===== src/rtl/scx_pkg.sv =====
// Shared constants, opcodes and decode helpers for the stack and branch execution unit
package scx_pkg;

  // Register byte offsets
  localparam logic [7:0] OFF_CMD = 8'h00;
  localparam logic [7:0] OFF_TGT = 8'h04;
  localparam logic [7:0] OFF_ACC = 8'h08;
  localparam logic [7:0] OFF_IDX = 8'h0c;
  localparam logic [7:0] OFF_PC = 8'h10;
  localparam logic [7:0] OFF_FLAG = 8'h14;
  localparam logic [7:0] OFF_STAT = 8'h18;
  localparam logic [7:0] OFF_SEA = 8'h1c;

  // Field positions
  localparam int OP_LSB = 0;
  localparam int OP_MSB = 3;
  localparam int COND_LSB = 7;
  localparam int COND_MSB = 12;
  localparam int T_ACC = 0;
  localparam int T_WRAP = 2;
  localparam int T_SW = 3;
  localparam int T_IDX = 4;
  localparam int T_GROUP = 5;
  localparam int FLAG_WRAP_BIT = 0;
  localparam int STAT_BUSY_BIT = 0;
  localparam int STAT_TAKEN_BIT = 1;
  localparam int STAT_SW_BIT = 2;

  // Reset values and program counter steps
  localparam logic [15:0] RST_WORD = 16'h0000;
  localparam logic RST_BIT = 1'b0;
  localparam logic [15:0] STACK_LEN = 16'h0002;
  localparam logic [15:0] JUMP_LEN = 16'h0001;

  typedef enum logic [3:0] {
    stack_bitwise_conj, stack_incl_disj, stack_excl_disj, stack_swap_acc,
    stack_load_acc, stack_load_index, stack_store_acc, stack_store_index,
    branch_index_zero, branch_index_nonzero, branch_switch_on, branch_switch_off,
    branch_wrap_set, branch_wrap_clear, branch_on_condition_field
  } op_e;

  typedef enum logic [2:0] {st_idle, st_ptr_rd, st_elem_rd, st_elem_wr, st_branch} state_e;

  function automatic logic op_legal(logic [3:0] code);
    return code != 4'hf;
  endfunction

  function automatic logic is_branch(op_e op);
    return op >= branch_index_zero;
  endfunction

  // Stores skip the element read and go straight to the write
  function automatic logic is_store(op_e op);
    return op == stack_store_acc || op == stack_store_index;
  endfunction

endpackage


===== src/rtl/cond_eval.sv =====
// Jump condition evaluation for the index, switch, wrap and condition-field branches
`timescale 1ns/10ps
module cond_eval (
  input scx_pkg::op_e op_i,
  input wire logic [5:0] cond_i,
  input wire logic [15:0] acc_i,
  input wire logic [15:0] idx_i,
  input wire logic switch_i,
  input wire logic wrap_i,
  output logic take_o,
  output logic wrap_clr_o
);

  logic idx_zero;
  logic acc_neg;

  assign idx_zero = idx_i == 16'h0000;
  assign acc_neg = acc_i[15];

  always_comb begin
    take_o = 1'b0;
    wrap_clr_o = 1'b0;
    unique case (op_i)
      scx_pkg::branch_index_zero: take_o = idx_zero;
      scx_pkg::branch_index_nonzero: take_o = !idx_zero;
      scx_pkg::branch_switch_on: take_o = switch_i;
      scx_pkg::branch_switch_off: take_o = !switch_i;
      scx_pkg::branch_wrap_set: begin
        take_o = wrap_i;
        wrap_clr_o = wrap_i;
      end
      scx_pkg::branch_wrap_clear: take_o = !wrap_i;
      scx_pkg::branch_on_condition_field: begin
        if (cond_i[scx_pkg::T_GROUP]) begin
          // Unselected terms pass, so an empty selection always jumps
          take_o = (!cond_i[scx_pkg::T_IDX] || !idx_zero)
            && (!cond_i[scx_pkg::T_ACC] || !acc_neg);
        end else begin
          take_o = (cond_i[scx_pkg::T_IDX] && idx_zero)
            || (cond_i[scx_pkg::T_SW] && !switch_i)
            || (cond_i[scx_pkg::T_WRAP] && wrap_i)
            || (cond_i[scx_pkg::T_ACC] && acc_neg);
          wrap_clr_o = cond_i[scx_pkg::T_WRAP] && wrap_i;
        end
      end
      // Stack codes never reach the branch path
      default: take_o = 1'b0;
    endcase
  end

endmodule


===== src/rtl/stack_alu.sv =====
// Combinational result logic for the stack logical and transfer operations
`timescale 1ns/10ps
module stack_alu (
  input scx_pkg::op_e op_i,
  input wire logic [15:0] acc_i,
  input wire logic [15:0] idx_i,
  input wire logic [15:0] elem_i,
  output logic [15:0] acc_o,
  output logic [15:0] idx_o,
  output logic [15:0] wdata_o
);

  always_comb begin
    acc_o = acc_i;
    idx_o = idx_i;
    wdata_o = acc_i;
    unique case (op_i)
      scx_pkg::stack_bitwise_conj: acc_o = acc_i & elem_i;
      scx_pkg::stack_incl_disj: acc_o = acc_i | elem_i;
      scx_pkg::stack_excl_disj: acc_o = acc_i ^ elem_i;
      scx_pkg::stack_swap_acc: acc_o = elem_i;
      scx_pkg::stack_load_acc: acc_o = elem_i;
      scx_pkg::stack_load_index: idx_o = elem_i;
      scx_pkg::stack_store_acc: wdata_o = acc_i;
      scx_pkg::stack_store_index: wdata_o = idx_i;
      // Branch codes never reach the element path
      default: acc_o = acc_i;
    endcase
  end

endmodule


===== src/rtl/stack_branch_exec.sv =====
// Stack operation and conditional branch execution unit with a Wishbone register slave
// Function
// - The conjunction operation Stack_bitwise_conj the stack element into A.
// - The inclusive disjunction operation ORs the stack element into A.
// - The exclusive disjunction operation Stack_excl_disj the stack element into A.
// - The swap operation writes old A to the element and loads the old element into A.
// - The load-accumulator operation copies the element into A, memory untouched.
// - The load-index operation copies the element into X, memory untouched.
// - The store-accumulator operation writes A to the element, A unchanged.
// - The store-index operation writes X to the element, X unchanged.
// - Branch on index zero jumps only when X is all zero.
// - Branch on index nonzero jumps only when X is nonzero.
// - Branch on switch on jumps only while the operator switch is asserted.
// - Branch on switch off jumps only while the operator switch is deasserted.
// - Branch on wrap set jumps when the wrap flag is one and clears it.
// - Branch on wrap clear jumps only when the wrap flag is zero and keeps it.
// - The condition-field jump decodes bits 12..7 into an AND group or an OR group.
// - The element address is the pointer word read from the address in word two.
//
// Local design decisions: the register offsets and the Wishbone slave port.
`timescale 1ns/10ps
module stack_branch_exec (
  input wire logic clk_i,
  input wire logic rst_i,
  input wire logic wb_cyc_i,
  input wire logic wb_stb_i,
  input wire logic wb_we_i,
  input wire logic [7:0] wb_adr_i,
  input wire logic [3:0] wb_sel_i,
  input wire logic [31:0] wb_dat_i,
  output logic [31:0] wb_dat_o,
  output logic wb_ack_o,
  input wire logic switch_i,
  output logic mem_req_o,
  output logic mem_we_o,
  output logic [15:0] mem_addr_o,
  output logic [15:0] mem_wdata_o,
  input wire logic [15:0] mem_rdata_i,
  input wire logic mem_ack_i,
  output logic busy_o
);

  typedef struct packed {
    scx_pkg::state_e st;
    scx_pkg::op_e op;
    logic [15:0] ir;
    logic [15:0] tgt;
    logic [15:0] a;
    logic [15:0] x;
    logic [15:0] p;
    logic [15:0] stack_elem_addr;
    logic [15:0] elem;
    logic [15:0] mem_addr;
    logic [15:0] mem_wdata;
    logic [15:0] rdat;
    logic wrap;
    logic taken;
    logic mem_req;
    logic mem_we;
    logic ack;
  } state_s;

  state_s q;
  state_s next_q;

  logic [15:0] alu_acc;
  logic [15:0] alu_idx;
  logic [15:0] alu_wdata;
  logic br_take;
  logic br_wrap_clr;
  logic bus_new;
  logic bus_wr;
  logic idle;
  logic mem_done;

  function automatic logic [15:0] merge16(logic [15:0] old, logic [15:0] d, logic [1:0] sel);
    merge16 = old;
    if (sel[0]) begin
      merge16[7:0] = d[7:0];
    end
    if (sel[1]) begin
      merge16[15:8] = d[15:8];
    end
  endfunction

  stack_alu stack_alu_i (
    .op_i(q.op),
    .acc_i(q.a),
    .idx_i(q.x),
    .elem_i(mem_rdata_i),
    .acc_o(alu_acc),
    .idx_o(alu_idx),
    .wdata_o(alu_wdata)
  );

  cond_eval cond_eval_i (
    .op_i(q.op),
    .cond_i(q.ir[scx_pkg::COND_MSB:scx_pkg::COND_LSB]),
    .acc_i(q.a),
    .idx_i(q.x),
    .switch_i(switch_i),
    .wrap_i(q.wrap),
    .take_o(br_take),
    .wrap_clr_o(br_wrap_clr)
  );

  // One new bus request per cycle pair: ack follows one cycle after the strobe
  assign bus_new = wb_cyc_i && wb_stb_i && !q.ack;
  assign bus_wr = bus_new && wb_we_i;
  assign idle = q.st == scx_pkg::st_idle;
  assign mem_done = q.mem_req && mem_ack_i;

  always_comb begin
    next_q = q;
    next_q.ack = bus_new;
    // Register reads
    if (bus_new) begin
      unique case (wb_adr_i)
        scx_pkg::OFF_CMD: next_q.rdat = q.ir;
        scx_pkg::OFF_TGT: next_q.rdat = q.tgt;
        scx_pkg::OFF_ACC: next_q.rdat = q.a;
        scx_pkg::OFF_IDX: next_q.rdat = q.x;
        scx_pkg::OFF_PC: next_q.rdat = q.p;
        scx_pkg::OFF_FLAG: next_q.rdat = {15'h0000, q.wrap};
        scx_pkg::OFF_STAT: next_q.rdat = {13'h0000, switch_i, q.taken, !idle};
        scx_pkg::OFF_SEA: next_q.rdat = q.stack_elem_addr;
        default: next_q.rdat = scx_pkg::RST_WORD;
      endcase
    end
    // Writes are refused while an operation runs so the datapath sees stable operands
    if (bus_wr && idle) begin
      unique case (wb_adr_i)
        scx_pkg::OFF_CMD: begin
          next_q.ir = merge16(q.ir, wb_dat_i[15:0], wb_sel_i[1:0]);
          if (wb_sel_i[0] && scx_pkg::op_legal(wb_dat_i[scx_pkg::OP_MSB:scx_pkg::OP_LSB])) begin
            next_q.op = scx_pkg::op_e'(wb_dat_i[scx_pkg::OP_MSB:scx_pkg::OP_LSB]);
            next_q.taken = 1'b0;
            if (scx_pkg::is_branch(next_q.op)) begin
              next_q.st = scx_pkg::st_branch;
            end else begin
              next_q.st = scx_pkg::st_ptr_rd;
              next_q.mem_req = 1'b1;
              next_q.mem_we = 1'b0;
              next_q.mem_addr = q.tgt;
            end
          end
        end
        scx_pkg::OFF_TGT: next_q.tgt = merge16(q.tgt, wb_dat_i[15:0], wb_sel_i[1:0]);
        scx_pkg::OFF_ACC: next_q.a = merge16(q.a, wb_dat_i[15:0], wb_sel_i[1:0]);
        scx_pkg::OFF_IDX: next_q.x = merge16(q.x, wb_dat_i[15:0], wb_sel_i[1:0]);
        scx_pkg::OFF_PC: next_q.p = merge16(q.p, wb_dat_i[15:0], wb_sel_i[1:0]);
        scx_pkg::OFF_FLAG: begin
          if (wb_sel_i[0]) begin
            next_q.wrap = wb_dat_i[scx_pkg::FLAG_WRAP_BIT];
          end
        end
        default: next_q.rdat = next_q.rdat;
      endcase
    end
    unique case (q.st)
      scx_pkg::st_idle: begin
        next_q.mem_req = next_q.mem_req && !idle ? 1'b1 : next_q.mem_req;
      end
      scx_pkg::st_ptr_rd: begin
        if (mem_done) begin
          next_q.mem_req = 1'b0;
          next_q.stack_elem_addr = mem_rdata_i;
          next_q.mem_addr = mem_rdata_i;
          if (scx_pkg::is_store(q.op)) begin
            next_q.st = scx_pkg::st_elem_wr;
            next_q.mem_we = 1'b1;
            next_q.mem_wdata = alu_wdata;
          end else begin
            next_q.st = scx_pkg::st_elem_rd;
          end
        end
      end
      scx_pkg::st_elem_rd: begin
        if (!q.mem_req) begin
          next_q.mem_req = 1'b1;
        end else if (mem_ack_i) begin
          next_q.mem_req = 1'b0;
          if (q.op == scx_pkg::stack_swap_acc) begin
            // A is only replaced once the write has landed, so the exchange commits as one
            next_q.elem = mem_rdata_i;
            next_q.mem_we = 1'b1;
            next_q.mem_wdata = q.a;
            next_q.st = scx_pkg::st_elem_wr;
          end else begin
            next_q.a = alu_acc;
            next_q.x = alu_idx;
            next_q.p = q.p + scx_pkg::STACK_LEN;
            next_q.st = scx_pkg::st_idle;
          end
        end
      end
      scx_pkg::st_elem_wr: begin
        if (!q.mem_req) begin
          next_q.mem_req = 1'b1;
        end else if (mem_ack_i) begin
          next_q.mem_req = 1'b0;
          next_q.mem_we = 1'b0;
          if (q.op == scx_pkg::stack_swap_acc) begin
            next_q.a = q.elem;
          end
          next_q.p = q.p + scx_pkg::STACK_LEN;
          next_q.st = scx_pkg::st_idle;
        end
      end
      scx_pkg::st_branch: begin
        next_q.taken = br_take;
        next_q.p = br_take ? q.tgt : q.p + scx_pkg::JUMP_LEN;
        if (br_wrap_clr) begin
          next_q.wrap = 1'b0;
        end
        next_q.st = scx_pkg::st_idle;
      end
    endcase
  end

  always_ff @(posedge clk_i) begin
    if (rst_i) begin
      q <= '{st: scx_pkg::st_idle, op: scx_pkg::stack_bitwise_conj,
        ir: scx_pkg::RST_WORD, tgt: scx_pkg::RST_WORD, a: scx_pkg::RST_WORD,
        x: scx_pkg::RST_WORD, p: scx_pkg::RST_WORD, stack_elem_addr: scx_pkg::RST_WORD,
        elem: scx_pkg::RST_WORD, mem_addr: scx_pkg::RST_WORD,
        mem_wdata: scx_pkg::RST_WORD, rdat: scx_pkg::RST_WORD,
        wrap: scx_pkg::RST_BIT, taken: scx_pkg::RST_BIT, mem_req: scx_pkg::RST_BIT,
        mem_we: scx_pkg::RST_BIT, ack: scx_pkg::RST_BIT};
    end else begin
      q <= next_q;
    end
  end

  assign wb_dat_o = {16'h0000, q.rdat};
  assign wb_ack_o = q.ack;
  assign mem_req_o = q.mem_req;
  assign mem_we_o = q.mem_we;
  assign mem_addr_o = q.mem_addr;
  assign mem_wdata_o = q.mem_wdata;
  assign busy_o = !idle;

  // Checks
  logic rd_done;
  logic br_fire;
  logic [5:0] tc;

  assign rd_done = q.st == scx_pkg::st_elem_rd && mem_done;
  assign br_fire = q.st == scx_pkg::st_branch;
  assign tc = q.ir[scx_pkg::COND_MSB:scx_pkg::COND_LSB];
endmodule


===== config.mk =====
export PLATFORM = sky130hd
export DESIGN_NAME = stack_branch_exec
export DESIGN_NICKNAME = d
export VERILOG_FILES = /design/src/rtl/scx_pkg.sv /design/src/rtl/cond_eval.sv /design/src/rtl/stack_alu.sv /design/src/rtl/stack_branch_exec.sv
export SDC_FILE = /design/constraint.sdc
export NUM_CORES = 1
export LEC_CHECK = 0
export ABC_AREA = 1
export BUFFER_PORTS_ARGS = -buffer_cell sky130_fd_sc_hd__buf_2
export CORE_MARGIN = 2
export CORE_UTILIZATION = 45
export DETAILED_ROUTE_END_ITERATION = 6
export PLACE_DENSITY_LB_ADDON = 0.08
export SETUP_SLACK_MARGIN = 0.3
export SYNTH_ARGS = -nofsm -noshare
export SYNTH_HDL_FRONTEND = slang
export SYNTH_HIERARCHICAL = 1
export SYNTH_SLANG_ARGS = --single-unit

===== constraint.sdc =====
create_clock -name clk_i -period 5.01 [get_ports clk_i]
set_input_delay 0.7515 -clock clk_i [delete_from_list [all_inputs] [get_ports clk_i]]
set_output_delay 0.7515 -clock clk_i [all_outputs]
set_load 0.005 [all_outputs]

# Word-level counts from Yosys, hierarchy flattened
# Cells that the tools add are included.
dict set report word_totals {
  romBits 0
  out_inout_bits 68
  ram_bits 0
  latch_bits 0
  memories 0
  in_bits 67
  register_bits 172
}
dict set report classes {
  n_mux 78
  n_lt_le_gt_ge 1
  n_shift 0
  n_reduce_logical 43
  addsub 2
  bitwise_logic 3
  n_mul 0
  n_div 0
  n_eq_ne 33
}
# op count
set ops {}
lappend ops {{two-way mux 16 bit} 23}
lappend ops {{two-way mux 48 bit} 3}
lappend ops {{one-hot mux 16 bit (8 select lines)} 1}
lappend ops {{two-way mux 87 bit} 1}
lappend ops {{two-way mux 8 bit} 10}
lappend ops {{one-hot mux 16 bit (2 select lines)} 2}
lappend ops {{one-hot mux 16 bit (4 select lines)} 1}
lappend ops {{one-hot mux 16 bit (3 select lines)} 1}
lappend ops {{== test 8 x 5 -> 1 bit (second input constant)} 4}
lappend ops {{two-way mux 32 bit} 1}
lappend ops {{== test 4 bit (second input constant)} 7}
lappend ops {{two-way mux 3 bit} 8}
lappend ops {{two-way mux 23 bit} 1}
lappend ops {{AND reduction 3 bit} 6}
lappend ops {{adder 16 x 1 -> 16 bit (second input constant)} 1}
lappend ops {{adder 16 x 2 -> 16 bit (second input constant)} 1}
lappend ops {{bitwise AND 16 bit} 1}
lappend ops {{== test 4 x 3 -> 1 bit (second input constant)} 4}
lappend ops {{== test 8 x 4 -> 1 bit (second input constant)} 2}
lappend ops {{logical NOT 16 bit} 1}
lappend ops {{OR 16 bit} 1}
lappend ops {{XOR 16 bit} 1}
lappend ops {{two-way mux 1 bit} 13}
lappend ops {{logical AND 1 bit} 12}
lappend ops {{28 further kinds} 54}

# Depth between registers and ports, before layout
# Gate-level depths: netlist of run 1.
dict set report logic_depth {
  ltp_word 9
  ltp_mapped 15
  depth_no_buf 14
}

# Hierarchy
# The synthesis of run 1 kept the hierarchy.
# module seq_area_each_um2 n_inst cells_each area_per_inst_um2
set by_module_without_submodules {}
lappend by_module_without_submodules {stack_branch_exec 3443.3 1 1478 9645.5}
lappend by_module_without_submodules {stack_alu 0.0 1 307 1865.5}
lappend by_module_without_submodules {cond_eval 0.0 1 50 235.2}

# Worst setup path before layout of run 1
# Ideal clock, no wire load.
dict set report synth_timing {
  path_kind {input to register}
  start {in switch_i}
  end {reg q[90] (netlist bit)}
  stages 10
  t_arrival_ns 1.853
  required_time_ns 4.878
  n_path_buf 1
  setup_slack_ns 3.025
  path_cell_list {inv_1 > a211oi_1 > nand3_1 > nand3_1 > nand2_1 > inv_1 > clkbuf_1 > nand3_1 > a22oi_1 > a21oi_1}
}
dict set report synth_via {
  elab_chain_cells 9
}
# element line
set synth_lines {}
lappend synth_lines {{from (decl)} stack_branch_exec.sv:33} ;# input wire logic switch_i,
lappend synth_lines {{logical NOT 1 bit} {cond_eval.sv:27, cond_eval.sv:40}}
lappend synth_lines {{logical AND 1 bit} cond_eval.sv:40} ;# || (cond_i[scx_pkg::T_SW] && !switch_i)
lappend synth_lines {{logical OR 1 bit} cond_eval.sv:40}
lappend synth_lines {{logical OR 1 bit} cond_eval.sv:41} ;# || (cond_i[scx_pkg::T_WRAP] && wrap_i)
lappend synth_lines {{logical OR 1 bit} cond_eval.sv:42} ;# || (cond_i[scx_pkg::T_ACC] && acc_neg);
lappend synth_lines {{two-way mux 1 bit} cond_eval.sv:34} ;# if (cond_i[scx_pkg::T_GROUP]) begin
lappend synth_lines {{one-hot mux 1 bit (7 select lines) (*)} cond_eval.sv:23} ;# unique case (op_i)
lappend synth_lines {{net br_take} stack_branch_exec.sv:69} ;# logic br_take;
lappend synth_lines {{two-way mux 16 bit (*)} stack_branch_exec.sv:212} ;# next_q.p = br_take ? q.tgt : q.p + scx_pkg::JUMP_LEN;
lappend synth_lines {{one-hot mux 16 bit (3 select lines) (*)} stack_branch_exec.sv:160} ;# unique case (q.st)
lappend synth_lines {{to (signal assigned)} stack_branch_exec.sv:223} ;# q <= '{st: scx_pkg::st_idle, op: scx_pkg::stack_bitwise_conj,
lappend synth_lines {{to (signal assigned)} stack_branch_exec.sv:231} ;# q <= next_q;
lappend synth_lines {{to (decl)} stack_branch_exec.sv:63} ;# state_s q;
# The timed path passes the listed nets; every way through them passes the cells marked *.
# A chain may end at the register's enable or synchronous reset.

# Worst setup path in the final report of run 1
dict set report layout_timing {
  start {in wb_cyc_i}
  end {reg q[142] (netlist bit)}
}
dict set report layout_via {
  elab_chain_cells 5
}
# element line
set layout_lines {}
lappend layout_lines {{from (decl)} stack_branch_exec.sv:25} ;# input wire logic wb_cyc_i,
lappend layout_lines {{logical AND 1 bit (2 in series)} stack_branch_exec.sv:108} ;# assign bus_new = wb_cyc_i && wb_stb_i && !q.ack;
lappend layout_lines {{logical AND 1 bit} stack_branch_exec.sv:109} ;# assign bus_wr = bus_new && wb_we_i;
lappend layout_lines {{logical AND 1 bit} stack_branch_exec.sv:131} ;# if (bus_wr && idle) begin
lappend layout_lines {{AND reduction 3 bit (no line)} -}
# No other way between the ends.

==> results.cfg, run 1 <==
[grt]
overflow = 0
grt_pass1_wl_um = 61500
grt.total_usage = 0.298
antenna_found_initial = 0
grt_start_max_net_pins = 85
grt_pass1_vias = 10471

[power]
irDropWorstVdd_mv = 0.152
power.density_mw_per_mm2 = 232
total_leakage_power_nw = 5.63
p_total_mw = 2.88

[logic_synthesis]
synth_top_area_share = 0.293
syn_area_per_cell_um2 = 6.40
yosys_warnings = 6
synth_area_leaders = dfxtp_1 (29%), nand2_1 (12%), nand3_1 (9.8%), inv_1 (7.2%), nor2_1 (6.7%)
syn_inst = 1835
yosysSeqAreaShare = 0.293
netlist_area_mm2 = 0.0117
ys_ff_latch = 172
synth_cell_type_count = 41
yosys.area.top_type = dfxtp_1

[floorplan]
io_pins = 135
initial_utilization = 0.455
std_cell_rows = 59
dieArea_mm2 = 0.0274
dieHeight_um = 166
fp.dieW_um = 166
core_area_mm2 = 0.0258

[detailed_routing]
vias = 11819
wire_per_inst_um = 18.6
detail_route.wirelength_um = 40500
vias_per_cell = 5.43
drc = 0
drtIter0Drc = 1243
antenna_left = 0
drt-pass1-iter-count = 6

[cells_and_area]
final_common_cell = nand2_1
area_growth_pct = 5.96
drive_gt1_frac = 0.129
nFillCells = 2772
final_util = 0.482
n_antenna_cell = 0
nets = 1928
final_cell_mix = nand2_1 (371), nand3_1 (230), inv_1 (224)
final_cells = 2175

[sta]
holdWs_ns = 0.455
fmax_mhz = 338
hold_viol = 0
worst_pin_slew_ns = 1.15
rsz0062_at_grt = false
setup_viol = 0
period_minus_slack_ns = 2.96
skew_ns = 0.0143
slew_viol_final = 0
maxSlewHeadroom = 0.235
fin_crit_sh = 0.590
fin_setup_tns_ns = 0

[clocking]
clock_sinks = 172
htree_levels = 4
clockBufferDepth = 2
post_cts_buffers = 0
clk_pin_slew_ns = 0.07
cts_resized = 0
clockRootBuffer = clkbuf_16
numCtsBuffers = 17
clk-insertion-delay-late_ns = 0.45
hold_buffers = 0
cts_tree = built

[job]
maxCapViolations = 0

[outcome]
outcome = finished, final reports clean

[setup_path]
end_kind = flip-flop
timing.rr.end = q[142]
r2r_slack_ns = 2.07
crit_path_start_kind = input port
required_ns = 5.33
worstPathArrival_ns = 3.27
path_max_fanout = 16
worstReg2RegStart = q[169]
path_class = in -> reg
rr_worst_depth = 8

[min_path]
hp-start = q[150]
hold_class = reg -> reg
whs_endpoint = q[150]
hold_path_depth = 2

[place]
dpl.hpwl_um = 28100
place_congestion = 0.964
port_buffers = 100
dp_cells = 2143
[area by class of cell]
type / instances / area (µm²) / area share
tap: 335 / 419 / 0.0337
timing repair buffer: 112 / 593 / 0.0476
inverter: 238 / 893 / 0.0718
multi-input combinational: 1286 / 6510 / 0.523
clock buffer: 18 / 429 / 0.0345
sequential: 172 / 3440 / 0.277
clock inverter: 14 / 163 / 0.0131
[registers in the layout, summed over array words and instances (netlist names)]
| register | cells |
|---|---|
| mem_addr_o | 16 |
| mem_req_o | 1 |
| mem_wdata_o | 16 |
| mem_we_o | 1 |
| q | 121 |
| wb_ack_o | 1 |
| wb_dat_o | 16 |
[cell usage after synthesis, drive strengths merged]
library cell / n
a211oi: 17
conb: 1
nor2: 230
ha: 34
clkbuf: 34
xor2: 6
clkinv: 3
o211ai: 4
nand2: 393
nor4: 1
o31ai: 1
buf: 120
inv: 235
a21oi: 147
o21ai: 125
nand4: 37
a22oi: 18
or2: 1
dfxtp: 172
nand3b: 1
nand3: 234
a31oi: 16
nor3: 5
[how the worst max path moves through the flow]
stage	startpoint	endpoint	slack, ns	depth (start not counted)
3_3_place_gp	wb_cyc_i	q[146]	1.68	8
2_1_floorplan	switch_i	q[90]	3.02	10
3_5_place_dp	wb_cyc_i	q[147]	1.67	8
4_1_cts	wb_cyc_i	q[142]	2.13	8
5_1_grt	q[169]	q[146]	1.81	8
6_report	wb_cyc_i	q[142]	2.05	8
[through the flow]
step	worst slack (ns)	instance area (µm²)
final	2.05	12400
after global routing	1.81	12400
after CTS	2.13	12400
after detailed placement	1.67	11900
after global placement	1.68	11900
after floorplan	3.02	11800
[critical path, stage by stage]
cell and delay [ns]:
buf_2 0.09, nand4_1 0.27, nor2_4 0.50, nand2_1 0.50, inv_1 0.44, nand2_1 0.38
o21ai_0 0.28, a21oi_1 0.06
[per-layer routing]
metal,track usage,vias to the layer above,wire (µm)
li1,-,5858,-
met1,0.412,5439,18100
met2,0.479,460,18200
met3,0.0452,62,3190
met4,0.0909,0,1010
met5,0,-,0
[logic make-up (layout without fill, tap and decap cells)]
logic type,Yosys count,count (layout),synth area share
buffers and inverters,392,382,0.158
xor gates and xnor gates,6,6,0.00447
adders and majority gates,34,34,0.0362
and+or+nand+nor,902,902,0.351
DFF,172,172,0.293
AOI/OAI and AO/OA,328,328,0.157
other,1,16,0.000319
[where the power goes]
| group | internal, mW | leakage [nW] | switching [mW] |
|---|---|---|---|
| Sequential | 1.37 | 1.38 | 0.000469 |
| Clock | 0.676 | 0.290 | 0.694 |
| Combinational | 0.0331 | 3.96 | 0.115 |
| Total | 2.08 | 5.63 | 0.809 |
Power figures use the tool's default switching activity.
==> run 2, diff against run 1 <==
ABC_AREA = 0   (was 1)
clock period = 2.55 ns   (was 5.01 ns; I/O delays follow)
==> run 2 against run 1 <==
Against the previous run: the run now ends with DRC left; sequential cell count is the same; routed wire length grew 1.2%; via count shrank 9.2%; final area grew 1.1%; critical path type is now reg -> reg; largest power group unchanged.
==> results.cfg, run 2 <==
[detailed_routing]
wire_per_inst_um = 23.3
vias = 10729
drc = 7
antenna_left = 0
drt-pass1-iter-count = 7
drtIter0Drc = 1077
detail_route.wirelength_um = 41000
vias_per_cell = 6.09

[clocking]
clockRootBuffer = clkbuf_16
clock_sinks = 172
cts_tree = built
clockBufferDepth = 2
htree_levels = 4
clk_pin_slew_ns = 0.07
numCtsBuffers = 17
clk-insertion-delay-late_ns = 0.44
hold_buffers = 0

[logic_synthesis]
synth_area_leaders = dfxtp_1 (31%), nand2_1 (6.6%), mux2i_1 (5.4%), a22oi_1 (4.7%), buf_4 (4.6%)
synth-edff-count = 0
yosys.area.top_type = dfxtp_1
syn_area_per_cell_um2 = 8.06
yosysSeqAreaShare = 0.315
yosys-top-cells-count = nand2_1 (191), dfxtp_1 (172), nor2_1 (102)
synth_top_area_share = 0.315
synth_adder_area_share = 0.0389
netlist_area_mm2 = 0.0109
synth-compound-area-share = 0.228
syn_inst = 1357
yosys_warnings = 6
synth_flop_cell = dfxtp_1
ys_ff_latch = 172
synth_top_family_by_area = compound AO/OA/AOI/OAI gates
synth-xor-area-share = 0.0112
yosysMostFrequentCell = nand2_1
yosys.area_share.simple = 0.213
synth_cell_type_count = 81
async_reset_ff_frac = 0
synth.area.mux_share = 0.0927

[cells_and_area]
final_cell_mix = nand2_1 (189), dfxtp_1 (167), buf_2 (100)
multi_input_area_mm2 = 0.00660
largest_register = q
final_cells = 1761
final_common_cell = nand2_1
seq_area_mm2 = 0.00345
final_util = 0.522
largest_reg_flops = 121
nFillCells = 2396
area_growth_pct = 15.0
stdcell_area_mm2 = 0.0126
nets = 1526
drive_gt1_frac = 0.221

[place]
place_congestion = 0.903
dp_slack_ns = 0.0395
place_area_mm2 = 0.0118
dpl.hpwl_um = 29400
dp_cells = 1724
port_buffers = 100

[power]
irDropWorstVdd_mv = 0.368
total_leakage_power_nw = 4.79
power.density_mw_per_mm2 = 452

[floorplan]
fp.dieW_um = 160
core_area_mm2 = 0.0241
dieArea_mm2 = 0.0256
dieHeight_um = 160
std_cell_rows = 57
initial_utilization = 0.454
io_pins = 135

[sta]
hold_viol = 0
rsz0062_at_grt = true
slew_viol_final = 0
skew_ns = 0.0149
setup_viol = 0
fmax_mhz = 414
period_minus_slack_ns = 2.41
fin_crit_sh = 0.947
maxSlewHeadroom = 0.384
fin_setup_tns_ns = 0
setup_slack_ns = 0.136
worst_pin_slew_ns = 0.921

[min_path]
hp-start = mem_rdata_i[14]
hold_class = in -> reg
hold_path_depth = 3

[grt]
grt_start_max_net_pins = 101
grt.total_usage = 0.315
grt_pass1_wl_um = 61300
antenna_found_initial = 0
grt_pass1_vias = 9837
overflow = 0

[setup_path]
rr_worst_depth = 10
r2r_slack_ns = 0.14
end_kind = flip-flop
startpoint = q[107]
path_max_fanout = 4
worstPathArrival_ns = 2.75
worstReg2RegStart = q[107]
crit_path_start_kind = flip-flop
endpoint = q[98]
path_class = reg -> reg
timing.rr.end = q[98]
required_ns = 2.88

[outcome]
violations = DRC
outcome = finished, violations left

[job]
maxCapViolations = 0
-- run 2: metrics by stage --
| stage | power [mW] | hold slack [ns] |
|---|---|---|
| floorplan | 2.89 | 0.426 |
| global route | 5.83 | 0.278 |
| finish | 5.68 | 0.281 |
| CTS | 5.69 | 0.269 |
| detailed placement | 3.04 | 0.443 |
| global placement | 3.04 | 0.433 |
-- run 2: kinds of logic (layout without fill, tap and decap cells) --
group | count (synthesis) | after routing
other | 1 | 17
adder cells (fa/ha/maj) | 34 | 34
flip-flops | 172 | 172
buffers and inverters | 213 | 277
AND/OR/NAND/NOR | 468 | 468
AO/OA/AOI/OAI | 359 | 359
multiplexers | 96 | 96
XOR/XNOR | 14 | 14
-- run 2: layout make-up --
type / instances / share of cell area
Clock inverter: 11 / 0.0106
Antenna cell: 1 / 0.000199
Inverter: 44 / 0.0131
Multi-Input combinational cell: 987 / 0.524
Sequential cell: 172 / 0.274
Clock buffer: 19 / 0.0360
Tap cell: 324 / 0.0322
Timing Repair Buffer: 203 / 0.109
-- run 2: power breakdown --
| part | total (mW) | leakage, nW | internal [mW] | switching [mW] |
|---|---|---|---|---|
| Clock | 2.69 | 0.287 | 1.50 | 1.19 |
| Sequential | 2.69 | 1.39 | 2.69 | 0.00194 |
| Combinational | 0.306 | 3.12 | 0.0800 | 0.226 |
-- run 2: timing repair --
item                       4_1_cts  5_1_grt
gates resized for setup         16       23
cloned                           0        1
setup endpoints to repair       15       47
buffers inserted                 1        4
pin swaps                        2       10
-- run 2: worst max-delay path, stage by stage (launching register included) --
cell and delay [ns]:
dfxtp_2 0.34, nor4_4 0.28, buf_4 0.15, and4_4 0.23
mux2i_1 0.19, o211ai_1 0.25, inv_2 0.18, buf_6 0.13
nand2_2 0.04, o31a_1 0.24, a311o_1 0.30
-- run 2: layer usage --
layer  part of all wire  up-vias  GRT usage
met2               0.46      493      0.495
li1                   -     5000          -
met1               0.43     5146      0.429
met3              0.072       90     0.0509
met4              0.038        0      0.132
met5                  0        -          0
-- run 2: worst min-delay path by stage --
stage | endpoint | slack (ns)
after floorplan | wb_dat_o[10] | 0.43
after global placement | wb_dat_o[4] | 0.43
after detailed placement | wb_dat_o[10] | 0.44
after CTS | q[148] | 0.27
after global routing | q[83] | 0.28
final | q[83] | 0.28
